### src/serial_port_pkg.sv
// constants for the four-mode serial port
package serial_port_pkg;
   localparam logic [11:0] ADDR_BUFFER = 12'h000;
   localparam logic [11:0] ADDR_CONTROL = 12'h004;
   localparam logic [11:0] ADDR_RELOAD = 12'h008;
   localparam logic [11:0] ADDR_TIMER = 12'h00C;
   localparam int CTL_RX_DONE = 0;
   localparam int CTL_TX_DONE = 1;
   localparam int CTL_RX_NINTH = 2;
   localparam int CTL_TX_NINTH = 3;
   localparam int CTL_RX_ENABLE = 4;
   localparam int CTL_QUALIFY = 5;
   localparam int CTL_MODE_LO = 6;
   localparam int CTL_SPEED0 = 8;
   localparam int CTL_DOUBLE = 9;
   localparam int CTL_TMR_IRQ_EN = 10;
   localparam int CTL_TMR_IRQ = 11;
   localparam logic [15:0] RELOAD_RESET = 16'h0000;
   localparam int MODE0_DIV_SLOW = 12;
   localparam int MODE0_DIV_FAST = 2;
   localparam int MODE2_TICK_SLOW = 4;
   localparam int MODE2_TICK_FAST = 2;
   localparam int OVERSAMPLE = 16;
   localparam logic [3:0] SAMPLE_A = 4'h7;
   localparam logic [3:0] SAMPLE_B = 4'h8;
   localparam logic [3:0] SAMPLE_C = 4'h9;
   localparam logic [1:0] MODE_SYNC = 2'h0;
   localparam logic [1:0] MODE_ASYNC8 = 2'h1;
   localparam logic [1:0] MODE_FIXED9 = 2'h2;
   localparam logic [1:0] MODE_TIMER9 = 2'h3;
   typedef enum logic [1:0] {ST_IDLE = 2'b00, ST_START = 2'b01, ST_DATA = 2'b11,
      ST_STOP = 2'b10} line_state_e;
   function automatic logic vote3(input logic a, input logic b, input logic c);
      return (a & b) | (a & c) | (b & c);
   endfunction : vote3
endpackage : serial_port_pkg

### src/baud_timer.sv
// reloading baud-rate timer
`timescale 1ns/1ns
module baud_timer
   import serial_port_pkg::*;
#(
   parameter int PRESCALE = 1
)
(
   input wire logic pclk,
   input wire logic presetn,
   input wire logic [15:0] reload,
   output logic [15:0] count,
   output logic overflow
);
   logic [15:0] count_reg, count_next;
   logic [7:0] pre_reg, pre_next;
   logic ovf_reg, ovf_next;
   always_comb
   begin
      pre_next = pre_reg;
      count_next = count_reg;
      ovf_next = 1'b0;
      if (pre_reg >= 8'(PRESCALE - 1))
      begin
         pre_next = 8'h00;
         if (count_reg == 16'hFFFF)
         begin
            count_next = reload;
            ovf_next = 1'b1;
         end
         else
            count_next = count_reg + 16'h0001;
      end
      else
         pre_next = pre_reg + 8'h01;
   end
   always_ff @(posedge pclk or negedge presetn)
   begin
      if (!presetn)
      begin
         pre_reg <= 8'h00;
         count_reg <= 16'h0000;
         ovf_reg <= 1'b0;
      end
      else
      begin
         pre_reg <= pre_next;
         count_reg <= count_next;
         ovf_reg <= ovf_next;
      end
   end
   assign count = count_reg;
   assign overflow = ovf_reg;
endmodule : baud_timer

### src/async_receiver.sv
// oversampling asynchronous receiver
`timescale 1ns/1ns
module async_receiver
   import serial_port_pkg::*;
(
   input wire logic pclk,
   input wire logic presetn,
   input wire logic enable,
   input wire logic tick16,
   input wire logic nine_bit,
   input wire logic rxd,
   output logic frame_valid,
   output logic [8:0] frame_bits,
   output logic stop_bit
);
   line_state_e state_reg, state_next;
   logic [3:0] phase_reg, phase_next;
   logic [3:0] nbits_reg, nbits_next;
   logic [8:0] shift_reg, shift_next;
   logic [2:0] samp_reg, samp_next;
   logic rxd_prev_reg;
   logic valid_reg, valid_next;
   logic stop_reg, stop_next;
   logic bit_val;
   always_comb
   begin
      state_next = state_reg;
      phase_next = phase_reg;
      nbits_next = nbits_reg;
      shift_next = shift_reg;
      samp_next = samp_reg;
      valid_next = 1'b0;
      stop_next = stop_reg;
      bit_val = vote3(samp_reg[0], samp_reg[1], samp_reg[2]);
      if (!enable)
         state_next = ST_IDLE;
      else if (state_reg == ST_IDLE)
      begin
         if (rxd_prev_reg && !rxd)
         begin
            state_next = ST_START;
            phase_next = 4'h0;
         end
      end
      else if (tick16)
      begin
         phase_next = phase_reg + 4'h1;
         if (phase_reg == SAMPLE_A)
            samp_next[0] = rxd;
         if (phase_reg == SAMPLE_B)
            samp_next[1] = rxd;
         if (phase_reg == SAMPLE_C)
            samp_next[2] = rxd;
         if (phase_reg == 4'hF)
         begin
            case (state_reg)
               ST_START:
               begin
                  nbits_next = 4'h0;
                  state_next = bit_val ? ST_IDLE : ST_DATA;
               end
               ST_DATA:
               begin
                  shift_next = {bit_val, shift_reg[8:1]};
                  nbits_next = nbits_reg + 4'h1;
                  if (nbits_reg == (nine_bit ? 4'h8 : 4'h7))
                     state_next = ST_STOP;
               end
               ST_STOP:
               begin
                  stop_next = bit_val;
                  valid_next = 1'b1;
                  state_next = ST_IDLE;
               end
               default: state_next = ST_IDLE;
            endcase
         end
      end
   end
   always_ff @(posedge pclk or negedge presetn)
   begin
      if (!presetn)
      begin
         state_reg <= ST_IDLE;
         phase_reg <= 4'h0;
         nbits_reg <= 4'h0;
         shift_reg <= 9'h000;
         samp_reg <= 3'h7;
         rxd_prev_reg <= 1'b1;
         valid_reg <= 1'b0;
         stop_reg <= 1'b1;
      end
      else
      begin
         state_reg <= state_next;
         phase_reg <= phase_next;
         nbits_reg <= nbits_next;
         shift_reg <= shift_next;
         samp_reg <= samp_next;
         rxd_prev_reg <= rxd;
         valid_reg <= valid_next;
         stop_reg <= stop_next;
      end
   end
   // 8-bit frames end up one place high; realign here
   assign frame_bits = nine_bit ? shift_reg : {1'b0, shift_reg[8:1]};
   assign frame_valid = valid_reg;
   assign stop_bit = stop_reg;
endmodule : async_receiver

### src/four_mode_serial_port.sv
// four-mode serial port with apb registers
//
// Design decisions made here: the APB interface to the registers and the address map.
`timescale 1ns/1ns
module four_mode_serial_port
   import serial_port_pkg::*;
#(
   parameter int TIMER_PRESCALE = 1
)
(
   input wire logic pclk,
   input wire logic presetn,
   input wire logic psel,
   input wire logic penable,
   input wire logic pwrite,
   input wire logic [11:0] paddr,
   input wire logic [31:0] pwdata,
   output logic [31:0] prdata,
   output logic pready,
   output logic pslverr,
   input wire logic data_in,
   output logic data_out,
   output logic data_oe,
   output logic shift_clk_out,
   output logic timer_irq
);
   logic [7:0] buffer_reg, buffer_next;
   logic rx_done_reg, rx_done_next;
   logic tx_done_reg, tx_done_next;
   logic rx_ninth_reg, rx_ninth_next;
   logic tx_ninth_reg, tx_ninth_next;
   logic rx_en_reg, rx_en_next;
   logic qualify_reg, qualify_next;
   logic [1:0] mode_reg, mode_next;
   logic speed0_reg, speed0_next;
   logic double_reg, double_next;
   logic tirq_en_reg, tirq_en_next;
   logic tirq_reg, tirq_next;
   logic [15:0] reload_reg, reload_next;
   logic [31:0] prdata_reg, prdata_next;
   logic pready_reg, pready_next;
   logic pslverr_reg, pslverr_next;
   line_state_e tx_state_reg, tx_state_next;
   logic [9:0] tx_shift_reg, tx_shift_next;
   logic [3:0] tx_count_reg, tx_count_next;
   logic tx_pending_reg, tx_pending_next;
   logic [3:0] div16_reg, div16_next;
   logic [4:0] pre_reg, pre_next;
   logic tick16_reg, tick16_next;
   logic [3:0] sdiv_reg, sdiv_next;
   logic sclk_reg, sclk_next;
   logic m0_rx_reg, m0_rx_next;
   logic [7:0] m0_shift_reg, m0_shift_next;
   logic dout_reg, dout_next;
   logic doe_reg, doe_next;
   logic [15:0] tmr_count;
   logic tmr_ovf;
   logic rx_valid;
   logic [8:0] rx_bits;
   logic rx_stop;
   logic wr_access, rd_access, buf_write;
   logic async_mode, sclk_fall, sclk_rise;
   logic [3:0] sdiv_half;
   logic [31:0] ctl_word;

   baud_timer #(
      .PRESCALE(TIMER_PRESCALE)
   ) u_timer (
      .pclk(pclk),
      .presetn(presetn),
      .reload(reload_reg),
      .count(tmr_count),
      .overflow(tmr_ovf)
   );

   async_receiver u_rx (
      .pclk(pclk),
      .presetn(presetn),
      .enable(rx_en_reg && async_mode),
      .tick16(tick16_reg),
      .nine_bit(mode_reg[1]),
      .rxd(data_in),
      .frame_valid(rx_valid),
      .frame_bits(rx_bits),
      .stop_bit(rx_stop)
   );

   assign async_mode = (mode_reg != MODE_SYNC);
   assign wr_access = psel && penable && pwrite;
   assign rd_access = psel && !penable && !pwrite;
   assign buf_write = wr_access && (paddr == ADDR_BUFFER);
   assign sdiv_half = speed0_reg ? 4'(MODE0_DIV_FAST / 2 - 1) : 4'(MODE0_DIV_SLOW / 2 - 1);
   assign sclk_fall = !m0_idle() && sclk_reg && (sdiv_reg == sdiv_half);
   assign sclk_rise = !m0_idle() && !sclk_reg && (sdiv_reg == sdiv_half);
   assign ctl_word = {20'h00000, tirq_reg, tirq_en_reg, double_reg, speed0_reg, mode_reg,
      qualify_reg, rx_en_reg, tx_ninth_reg, rx_ninth_reg, tx_done_reg, rx_done_reg};

   function automatic logic m0_idle();
      return (tx_state_reg == ST_IDLE) && !m0_rx_reg;
   endfunction : m0_idle

   // oversample tick: timer overflow in modes 1/3, pclk/4 or /2 in mode 2
   always_comb
   begin
      pre_next = pre_reg + 5'h01;
      tick16_next = 1'b0;
      if (mode_reg == MODE_FIXED9)
      begin
         if (pre_reg >= (double_reg ? 5'(MODE2_TICK_FAST - 1) : 5'(MODE2_TICK_SLOW - 1)))
         begin
            pre_next = 5'h00;
            tick16_next = 1'b1;
         end
      end
      else
      begin
         pre_next = 5'h00;
         tick16_next = tmr_ovf;
      end
      div16_next = tick16_reg ? div16_reg + 4'h1 : div16_reg;
   end

   // registers and apb slave
   always_comb
   begin
      buffer_next = buffer_reg;
      rx_done_next = rx_done_reg;
      tx_done_next = tx_done_reg;
      rx_ninth_next = rx_ninth_reg;
      tx_ninth_next = tx_ninth_reg;
      rx_en_next = rx_en_reg;
      qualify_next = qualify_reg;
      mode_next = mode_reg;
      speed0_next = speed0_reg;
      double_next = double_reg;
      tirq_en_next = tirq_en_reg;
      tirq_next = tirq_reg;
      reload_next = reload_reg;
      prdata_next = 32'h00000000;
      pready_next = 1'b0;
      pslverr_next = 1'b0;
      if (psel && !penable)
      begin
         pready_next = 1'b1;
         pslverr_next = !(paddr == ADDR_BUFFER || paddr == ADDR_CONTROL ||
            paddr == ADDR_RELOAD || paddr == ADDR_TIMER);
      end
      if (rd_access)
      begin
         case (paddr)
            ADDR_BUFFER: prdata_next = {24'h000000, buffer_reg};
            ADDR_CONTROL: prdata_next = ctl_word;
            ADDR_RELOAD: prdata_next = {16'h0000, reload_reg};
            ADDR_TIMER: prdata_next = {16'h0000, tmr_count};
            default: prdata_next = 32'h00000000;
         endcase
      end
      if (wr_access && paddr == ADDR_CONTROL)
      begin
         rx_done_next = pwdata[CTL_RX_DONE];
         tx_done_next = pwdata[CTL_TX_DONE];
         rx_ninth_next = pwdata[CTL_RX_NINTH];
         tx_ninth_next = pwdata[CTL_TX_NINTH];
         rx_en_next = pwdata[CTL_RX_ENABLE];
         qualify_next = pwdata[CTL_QUALIFY];
         mode_next = pwdata[CTL_MODE_LO +: 2];
         speed0_next = pwdata[CTL_SPEED0];
         double_next = pwdata[CTL_DOUBLE];
         tirq_en_next = pwdata[CTL_TMR_IRQ_EN];
         tirq_next = pwdata[CTL_TMR_IRQ];
      end
      if (wr_access && paddr == ADDR_RELOAD)
         reload_next = pwdata[15:0];
      if (tmr_ovf)
         tirq_next = 1'b1;
      // hardware sets win over a same-cycle software clear
      if (tx_state_reg == ST_DATA && !async_mode && tx_count_reg == 4'h8 && sclk_rise)
         tx_done_next = 1'b1;
      if (async_mode && tx_state_reg == ST_DATA && tick16_reg && div16_reg == 4'hF
         && tx_count_reg == (mode_reg[1] ? 4'h8 : 4'h7))
         tx_done_next = 1'b1;
      if (m0_rx_reg && sclk_rise && m0_shift_next_done())
      begin
         buffer_next = {data_in, m0_shift_reg[7:1]};
         rx_done_next = 1'b1;
      end
      if (rx_valid && !rx_done_reg)
      begin
         if (!mode_reg[1] && (!qualify_reg || rx_stop))
         begin
            buffer_next = rx_bits[7:0];
            rx_ninth_next = rx_stop;
            rx_done_next = 1'b1;
         end
         else if (mode_reg[1] && (!qualify_reg || rx_bits[8]))
         begin
            buffer_next = rx_bits[7:0];
            rx_ninth_next = rx_bits[8];
            rx_done_next = 1'b1;
         end
      end
   end

   function automatic logic m0_shift_next_done();
      return tx_count_reg == 4'h7;
   endfunction : m0_shift_next_done

   // transmitter and mode 0 shift engine
   always_comb
   begin
      tx_state_next = tx_state_reg;
      tx_shift_next = tx_shift_reg;
      tx_count_next = tx_count_reg;
      tx_pending_next = tx_pending_reg;
      m0_rx_next = m0_rx_reg;
      m0_shift_next = m0_shift_reg;
      sdiv_next = m0_idle() ? 4'h0 : sdiv_reg + 4'h1;
      sclk_next = sclk_reg;
      dout_next = async_mode ? 1'b1 : dout_reg;
      doe_next = async_mode ? 1'b1 : doe_reg;
      if (!m0_idle() && sdiv_reg == sdiv_half)
      begin
         sdiv_next = 4'h0;
         sclk_next = !sclk_reg;
      end
      if (buf_write)
      begin
         tx_shift_next = {1'b1, tx_ninth_reg, pwdata[7:0]};
         tx_count_next = 4'h0;
         if (async_mode)
            tx_pending_next = 1'b1;
         else
         begin
            tx_state_next = ST_DATA;
            m0_rx_next = 1'b0;
            sclk_next = 1'b1;
            sdiv_next = 4'h0;
         end
      end
      else if (!async_mode)
      begin
         if (tx_state_reg == ST_IDLE && !m0_rx_reg && rx_en_reg && !rx_done_reg)
         begin
            m0_rx_next = 1'b1;
            tx_count_next = 4'h0;
            sclk_next = 1'b1;
            doe_next = 1'b0;
         end
         if (tx_state_reg == ST_DATA)
         begin
            doe_next = 1'b1;
            if (tx_count_reg == 4'h8 && sclk_rise)
            begin
               tx_state_next = ST_IDLE;
               sclk_next = 1'b1;
            end
            else if (sclk_fall)
            begin
               dout_next = tx_shift_reg[0];
               tx_shift_next = {1'b0, tx_shift_reg[9:1]};
               tx_count_next = tx_count_reg + 4'h1;
            end
         end
         if (m0_rx_reg && sclk_rise)
         begin
            m0_shift_next = {data_in, m0_shift_reg[7:1]};
            tx_count_next = tx_count_reg + 4'h1;
            if (tx_count_reg == 4'h7)
            begin
               m0_rx_next = 1'b0;
               sclk_next = 1'b1;
            end
         end
         if (tx_state_reg != ST_IDLE && tx_state_reg != ST_DATA)
            tx_state_next = ST_IDLE;
      end
      else
      begin
         m0_rx_next = 1'b0;
         sclk_next = 1'b1;
         if (tick16_reg && div16_reg == 4'hF)
         begin
            case (tx_state_reg)
               ST_IDLE:
                  if (tx_pending_reg)
                  begin
                     tx_pending_next = 1'b0;
                     tx_state_next = ST_START;
                  end
               ST_START:
               begin
                  tx_state_next = ST_DATA;
                  tx_count_next = 4'h0;
               end
               ST_DATA:
               begin
                  tx_shift_next = {1'b1, tx_shift_reg[9:1]};
                  tx_count_next = tx_count_reg + 4'h1;
                  if (tx_count_reg == (mode_reg[1] ? 4'h9 : 4'h8))
                     tx_state_next = ST_STOP;
               end
               ST_STOP: tx_state_next = ST_IDLE;
               default: tx_state_next = ST_IDLE;
            endcase
         end
         case (tx_state_reg)
            ST_START: dout_next = 1'b0;
            ST_DATA: dout_next = (tx_count_reg == (mode_reg[1] ? 4'h9 : 4'h8)) ?
               1'b1 : tx_shift_reg[0];
            default: dout_next = 1'b1;
         endcase
      end
   end

   always_ff @(posedge pclk or negedge presetn)
   begin
      if (!presetn)
      begin
         buffer_reg <= 8'h00;
         rx_done_reg <= 1'b0;
         tx_done_reg <= 1'b0;
         rx_ninth_reg <= 1'b0;
         tx_ninth_reg <= 1'b0;
         rx_en_reg <= 1'b0;
         qualify_reg <= 1'b0;
         mode_reg <= MODE_SYNC;
         speed0_reg <= 1'b0;
         double_reg <= 1'b0;
         tirq_en_reg <= 1'b0;
         tirq_reg <= 1'b0;
         reload_reg <= RELOAD_RESET;
         prdata_reg <= 32'h00000000;
         pready_reg <= 1'b0;
         pslverr_reg <= 1'b0;
         tx_state_reg <= ST_IDLE;
         tx_shift_reg <= 10'h3FF;
         tx_count_reg <= 4'h0;
         tx_pending_reg <= 1'b0;
         div16_reg <= 4'h0;
         pre_reg <= 5'h00;
         tick16_reg <= 1'b0;
         sdiv_reg <= 4'h0;
         sclk_reg <= 1'b1;
         m0_rx_reg <= 1'b0;
         m0_shift_reg <= 8'h00;
         dout_reg <= 1'b1;
         doe_reg <= 1'b1;
      end
      else
      begin
         buffer_reg <= buffer_next;
         rx_done_reg <= rx_done_next;
         tx_done_reg <= tx_done_next;
         rx_ninth_reg <= rx_ninth_next;
         tx_ninth_reg <= tx_ninth_next;
         rx_en_reg <= rx_en_next;
         qualify_reg <= qualify_next;
         mode_reg <= mode_next;
         speed0_reg <= speed0_next;
         double_reg <= double_next;
         tirq_en_reg <= tirq_en_next;
         tirq_reg <= tirq_next;
         reload_reg <= reload_next;
         prdata_reg <= prdata_next;
         pready_reg <= pready_next;
         pslverr_reg <= pslverr_next;
         tx_state_reg <= tx_state_next;
         tx_shift_reg <= tx_shift_next;
         tx_count_reg <= tx_count_next;
         tx_pending_reg <= tx_pending_next;
         div16_reg <= div16_next;
         pre_reg <= pre_next;
         tick16_reg <= tick16_next;
         sdiv_reg <= sdiv_next;
         sclk_reg <= sclk_next;
         m0_rx_reg <= m0_rx_next;
         m0_shift_reg <= m0_shift_next;
         dout_reg <= dout_next;
         doe_reg <= doe_next;
      end
   end

   // irq flag and mask registered together, in the same cycle as the flag
   logic irq_reg;
   always_ff @(posedge pclk or negedge presetn)
   begin
      if (!presetn)
         irq_reg <= 1'b0;
      else
         irq_reg <= tirq_next && tirq_en_next;
   end

   assign prdata = prdata_reg;
   assign pready = pready_reg;
   assign pslverr = pslverr_reg;
   assign data_out = dout_reg;
   assign data_oe = doe_reg;
   assign shift_clk_out = sclk_reg;
   assign timer_irq = irq_reg;
endmodule : four_mode_serial_port

### config.mk
export PLATFORM = sky130hd
export DESIGN_NAME = four_mode_serial_port
export DESIGN_NICKNAME = d
export VERILOG_FILES = /design/src/serial_port_pkg.sv /design/src/baud_timer.sv /design/src/async_receiver.sv /design/src/four_mode_serial_port.sv
export SDC_FILE = /design/constraint.sdc
export NUM_CORES = 1
export LEC_CHECK = 0
export BUFFER_PORTS_ARGS = -buffer_cell sky130_fd_sc_hd__buf_4
export CAP_MARGIN = 25
export CELL_PAD_IN_SITES_DETAIL_PLACEMENT = 1
export CELL_PAD_IN_SITES_GLOBAL_PLACEMENT = 1
export CORE_UTILIZATION = 50
export CTS_CLUSTER_DIAMETER = 50
export DETAILED_ROUTE_END_ITERATION = 8
export PLACE_DENSITY = 0.88
export SLEW_MARGIN = 20
export SYNTH_ARGS = -nofsm -noshare
export SYNTH_HDL_FRONTEND = slang
export SYNTH_SLANG_ARGS = --single-unit
### constraint.sdc
create_clock -name pclk -period 3.01 [get_ports pclk]
set_clock_uncertainty 0.05 [all_clocks]
set_input_delay 0.1505 -clock pclk [delete_from_list [all_inputs] [get_ports pclk]]
set_output_delay 0.1505 -clock pclk [all_outputs]
set_load 0.1 [all_outputs]
Word level (Yosys, flattened, before mapping)
Cells that the tools add are included.
{"block": "word_totals", "output_inout_bits": 38, "in_bits": 50, "regBits": 164}
{"block": "classes", "mux": 116, "reduce_logical": 76, "order_cmp": 2, "n_bitwise": 8, "eq_ne": 36, "n_addsub": 8}
{"op": "10-bit 2-to-1 mux", "count": 7}
{"op": "4-bit 2-to-1 mux", "count": 16}
{"op": "16-bit case mux with 4 select lines", "count": 1}
{"op": "1-bit 2-to-1 mux", "count": 59}
{"op": "8-bit 2-to-1 mux", "count": 5}
{"op": "2-bit 2-to-1 mux", "count": 17}
{"op": "1-bit logical AND", "count": 33}
{"op": "16-bit 2-to-1 mux", "count": 2}
{"op": "12-bit by 4-bit == test with 1-bit output (second input constant)", "count": 2}
{"op": "4-bit by 1-bit adder with 4-bit output (second input constant)", "count": 5}
{"op": "4-bit == test (second input constant)", "count": 5}
{"op": "5-bit AND reduction", "count": 4}
{"op": "3-bit != test (second input constant)", "count": 6}
{"op": "16-bit by 1-bit adder with 16-bit output (second input constant)", "count": 1}
{"op": "16-bit == test (second input constant)", "count": 1}
{"op": "4-bit case mux with 2 select lines", "count": 2}
{"op": "4-bit AND reduction", "count": 4}
{"op": "12-bit by 3-bit == test with 1-bit output (second input constant)", "count": 1}
{"op": "4-bit == test", "count": 3}
{"op": "12-bit logical NOT", "count": 1}
{"op": "2-bit nonzero test", "count": 6}
{"op": "1-bit logical NOT", "count": 11}
{"op": "2-bit == test (second input constant)", "count": 5}
{"op": "5-bit 2-to-1 mux", "count": 2}
{"op": "27 further kinds", "count": 47}

Logic depth before layout (Yosys ltp)
{"block": "depth", "word_depth": 12, "ltp_mapped": 7, "depth_no_buf": 7}

Modules after synthesis
From an unflattened synthesis, not the netlist that was laid out.
{"block": "unflattened", "cells_unflattened": 615, "hier_area_um2": 7166.9}
{"mod": "four_mode_serial_port", "cells_each": 427, "seq_area_each_um2": 2443.6, "n_inst": 1, "area_per_inst_um2": 4916.0}
{"mod": "async_receiver", "cells_each": 107, "seq_area_each_um2": 631.9, "n_inst": 1, "area_per_inst_um2": 1325.0}
{"mod": "baud_timer", "cells_each": 81, "seq_area_each_um2": 425.4, "n_inst": 1, "area_per_inst_um2": 925.9}

Least setup slack after synthesis
Ideal clock, no wire load.
{"block": "synth_path", "path_kind": "register to register", "from": "register sclk_reg, in the netlist shift_clk_out", "to": "register buffer_reg[1]", "path_stages_with_launch": 7, "setup_slack_ns": 0.835, "setup_time_ns": 0.137, "period_less_slack_ns": 2.175, "t_arrival_ns": 1.988, "path_cell_list": "dfstp_2 and4bb_2 o2111ai_1 buf_2 mux2_2 nor2_1 a21oi_1"}
{"block": "synth_between", "elab_chain_len": 9}
{"item": "start: declaration", "line_no": "four_mode_serial_port.sv:51", "text": "logic sclk_reg, sclk_next;"}
{"item": "start signal: assignment", "line_no": "four_mode_serial_port.sv:375", "text": "sclk_reg <= sclk_next;"}
{"item": "1-bit logical NOT (*)", "line_no": "four_mode_serial_port.sv:94", "text": "assign sclk_rise = !m0_idle() && !sclk_reg && (sdiv_reg == sdiv_half);"}
{"item": "1-bit logical AND (*) (2 in series)", "line_no": "four_mode_serial_port.sv:94"}
{"item": "1-bit logical AND (*) (2 in series)", "line_no": "four_mode_serial_port.sv:182", "text": "if (m0_rx_reg && sclk_rise && m0_shift_next_done())"}
{"item": "8-bit 2-to-1 mux (*)", "line_no": "four_mode_serial_port.sv:182"}
{"item": "8-bit 2-to-1 mux", "line_no": "four_mode_serial_port.sv:195", "text": "else if (mode_reg[1] && (!qualify_reg || rx_bits[8]))"}
{"item": "8-bit 2-to-1 mux", "line_no": "four_mode_serial_port.sv:189", "text": "if (!mode_reg[1] && (!qualify_reg || rx_stop))"}
{"item": "8-bit 2-to-1 mux (*)", "line_no": "four_mode_serial_port.sv:187", "text": "if (rx_valid && !rx_done_reg)"}
{"item": "named net buffer_next[1]", "line_no": "four_mode_serial_port.sv:27", "text": "logic [7:0] buffer_reg, buffer_next;"}
{"item": "end signal: assignment", "line_no": "four_mode_serial_port.sv:351", "text": "buffer_reg <= buffer_next;"}
{"item": "end: declaration", "line_no": "four_mode_serial_port.sv:27"}
The timed path passes the listed nets; every way through them passes the cells marked *.
A chain may end at the register's enable or synchronous reset.

Final worst setup path
{"block": "layout_path", "from": "register tx_state_reg[0]", "to": "register tx_shift_reg[9]"}
{"block": "layout_between", "elab_chain_len": 8}
{"item": "start: declaration", "line_no": "four_mode_serial_port.sv:43", "text": "line_state_e tx_state_reg, tx_state_next;"}
{"item": "start signal: assignment", "line_no": "four_mode_serial_port.sv:367", "text": "tx_state_reg <= tx_state_next;"}
{"item": "2-bit logical NOT", "line_no": "four_mode_serial_port.sv:99", "text": "return (tx_state_reg == ST_IDLE) && !m0_rx_reg;"}
{"item": "1-bit logical AND", "line_no": "four_mode_serial_port.sv:99"}
{"item": "1-bit logical NOT", "line_no": "four_mode_serial_port.sv:93, four_mode_serial_port.sv:94"}
{"item": "1-bit logical AND (2 in series)", "line_no": "four_mode_serial_port.sv:94"}
{"item": "1-bit logical AND", "line_no": "four_mode_serial_port.sv:252", "text": "if (tx_count_reg == 4'h8 && sclk_rise)"}
{"item": "3-bit != test (no source line)"}
{"item": "5-bit AND reduction (no source line) (*)"}
{"item": "end signal: assignment", "line_no": "four_mode_serial_port.sv:368", "text": "tx_shift_reg <= tx_shift_next;"}
{"item": "end: declaration", "line_no": "four_mode_serial_port.sv:44", "text": "logic [9:0] tx_shift_reg, tx_shift_next;"}
Mark *: on every way between the ends. The rest lies on a longest branch, timed or not.

==> flow_summary.toml <==
[run_status]
outcome = "finished, final reports clean"

[detailed_routing]
drc_errors = 0
ant_nets = 0
post_drt_wl_per_cell_um = 22.45
totalWireLength_mm = 20.47
vias_per_cell = 6.107
vias = 5570
first_iter_violations = 470
dr.pass1.iters = 4

[sta]
final.period_utilization_pct = 80.88
slew_headroom_pct = 47.52
finalMaxSlewViolations = 0
report.final.setup_viol = 0
finalHoldViolCount = 0
clock.fmax_mhz = 410.8
worstMarginPinSlew_ns = 0.7872
finalSetupTns_ns = 0
rsz0062_at_grt = "false"
period_needed_ns = 2.435

[grt]
first_global_vias = 6055
grt_max_degree = 72
grt_pass1_wl_mm = 32.73
grt-ovfl-total = 0
grt_use_total_pct = 29.89
antenna_found_initial = 0

[clocking]
cts_htree_levels = 4
cts_tree = "yes"
clk_latency_ns = 0.43
path_clk_slew_ns = 0.06
cts_root_buf = "clkbuf_16"
cts_buffer_depth = 2
cts_made_buffers = 17
cts_sinks = 139

[finish]
finish.utilization_pct = 60.90
stdcell_area_um2 = 8421
diodes = 0
nFillCells = 1431
layout-drive-gt1-share_pct = 25.68
nNetsFinal = 784
area_growth_syn_to_layout_pct = 19.45

[worst_hold_path]
worstHoldPathType = "input port to register"

[critical_path]
crit_family = "adder cells"
crit_path_max_incr_delay_ns = 0.69
worstPathArrival_ns = 2.70
cp-start-kind = "register"
path_cells = "ha_1 -> inv_1 -> or3_1 -> a21oi_1 -> o21ai_0"
critPathCaptureType = "register"
cp_max_fo = 20
critPathRequiredTime_ns = 3.27
crit_buf_inv = 1
slowest_stage = "ha_1"
path_class = "register to register"

[yosys]
seq_area_frac_synth_pct = 49.66
yosysWarnings = 0
syn_inst = 642
synth_flop_cell = "dfrtp_1"
synth_area_per_cell_um2 = 10.98
synth_seq_cells = 139
synth-edff-count = 0
syn_area_um2 = 7049
synth_cell_type_count = 77
async_reset_ff_share_pct = 100.0

[die]
dieArea_um2 = 14580
rows = 43
ioPinCount = 88
die_x_um = 120.7
die_y_um = 120.7
start_util_pct = 50.98
core_um2 = 13830

[power]
p_leak_uw = 0.003840
ir_worst_vdd_mv = 0.4395
powerDensity_nw_per_um2 = 525.6

[flow_run]
maxCapViolCount = 0

[placement]
place_hpwl_mm = 13.26
place_area_um2 = 7572
portBuffers = 55
place_congestion = 0.8628
cells in the final DEF, fill, tap and decap left out, types with 6 or more instances in the layout:
| cell type | n |
|---|---|
| a21oi_1 | 23 |
| a31oi_1 | 14 |
| buf_4 | 62 |
| clkbuf_16 | 17 |
| clkbuf_8 | 6 |
| conb_1 | 18 |
| dfrtp_1 | 121 |
| dfstp_2 | 18 |
| dlygate4sd3_1 | 20 |
| ha_1 | 15 |
| inv_1 | 21 |
| mux2_2 | 49 |
| mux2i_1 | 16 |
| mux4_2 | 8 |
| nand2_1 | 41 |
| nand3_1 | 20 |
| nand4_1 | 10 |
| nor2_1 | 68 |
| nor2b_1 | 14 |
| nor3_1 | 7 |
| o21ai_0 | 32 |
| xnor2_1 | 7 |
| xor2_1 | 13 |
logic make-up after synthesis:
family,count (synthesis),synth area share (%)
AOI/OAI and AO/OA,119,11.00
xor gates and xnor gates,20,2.485
adders and majority gates,16,2.804
buffers and inverters,65,4.899
DFF,139,49.66
muxes,74,12.87
other,1,0.05320
and+or+nand+nor,208,16.22
tightest hold or removal path, cell delays in order:
cell and delay, ns:
buf_4 0.09, nor4_4 0.05, a31oi_1 0.16
layer usage:
metal	share of wire (%)	up-vias	wire length, um	track usage, %
li1	-	2417	-	-
met1	39	2893	8036	34.79
met2	53	198	10900	53.59
met3	4.4	62	901	5.708
met4	3.1	0	631	12.65
met5	0	-	0	0
area by class of cell:
class,instances,area [um2],share of cell area (%)
sequential,139,3501,41.58
timing repair buffer,84,696.9,8.276
clock inverter,9,133.9,1.590
inverter,22,82.58,0.9807
clock buffer,23,508.0,6.033
tap,180,225.2,2.675
multi-input combinational,455,3273,38.87
worst paths after layout:
check | start | endpoint | slack, ns | cells past startpoint
worst max-delay path | tx_state_reg[0] | tx_shift_reg[9] | 0.58 | 5
worst min-delay path | paddr[8] | pslverr | 0.02 | 3
worst max register to register | tx_state_reg[0] | tx_shift_reg[9] | 0.58 | 5
worst min register to register | pre_reg[0] | pre_reg[0] | 0.44 | 1
max in group asynchronous | presetn | tx_shift_reg[5] | 1.77 | 3
min in group asynchronous | presetn | sdiv_reg[2] | 0.23 | 2
where the power goes:
part	switching [uW]	total, uW	internal, uW
combinational	190	263	73.2
clock	836	2270	1440
sequential	7.27	1890	1880
total	1030	4430	3390
synthesized netlist by cell type, drive strengths merged, types with 5 or more instances:
master	count	area, um2
xnor2	7	61.31
mux2i	16	160.2
o211ai	5	42.54
nand2b	5	31.28
a31oi	14	87.58
and2	6	37.54
dfrtp	121	3028
o21ai	37	185.2
buf	29	210.2
ha	15	187.7
o22ai	6	43.79
dfstp	18	473.0
nand3	21	110.1
nor3	9	61.31
xor2	13	113.9
clkbuf	14	52.55
nand2	41	153.9
nor2	68	255.2
nor4b	5	58.80
inv	21	78.83
nand4	11	83.83
mux4	8	180.2
nor2b	14	87.58
mux2	50	566.8
a21oi	23	115.1
stage by stage:
stage / worst slack [ns] / total power [uW] / hold WS [ns] / std cells
after CTS: 0.5805 / 4427 / 0.01290 / 912
final: 0.5755 / 4426 / 0.01519 / 912
after floorplan: 0.8349 / 2079 / -0.1951 / 659
after global placement: 0.7000 / 2155 / 0.1404 / 860
after global routing: 0.4598 / 4535 / 0.01939 / 912
after detailed placement: 0.6350 / 2163 / 0.1433 / 860
what timing repair did:
| item | 4_1_cts | 5_1_grt |
|---|---|---|
| resized for setup | 0 | 0 |
| hold endpoints to repair | 94 | 0 |
| hold buffers | 20 | 0 |
| setup endpoints to repair | 0 | 0 |
| setup buffers | 0 | 0 |
Note: power is estimated with default switching activity, not from simulation.
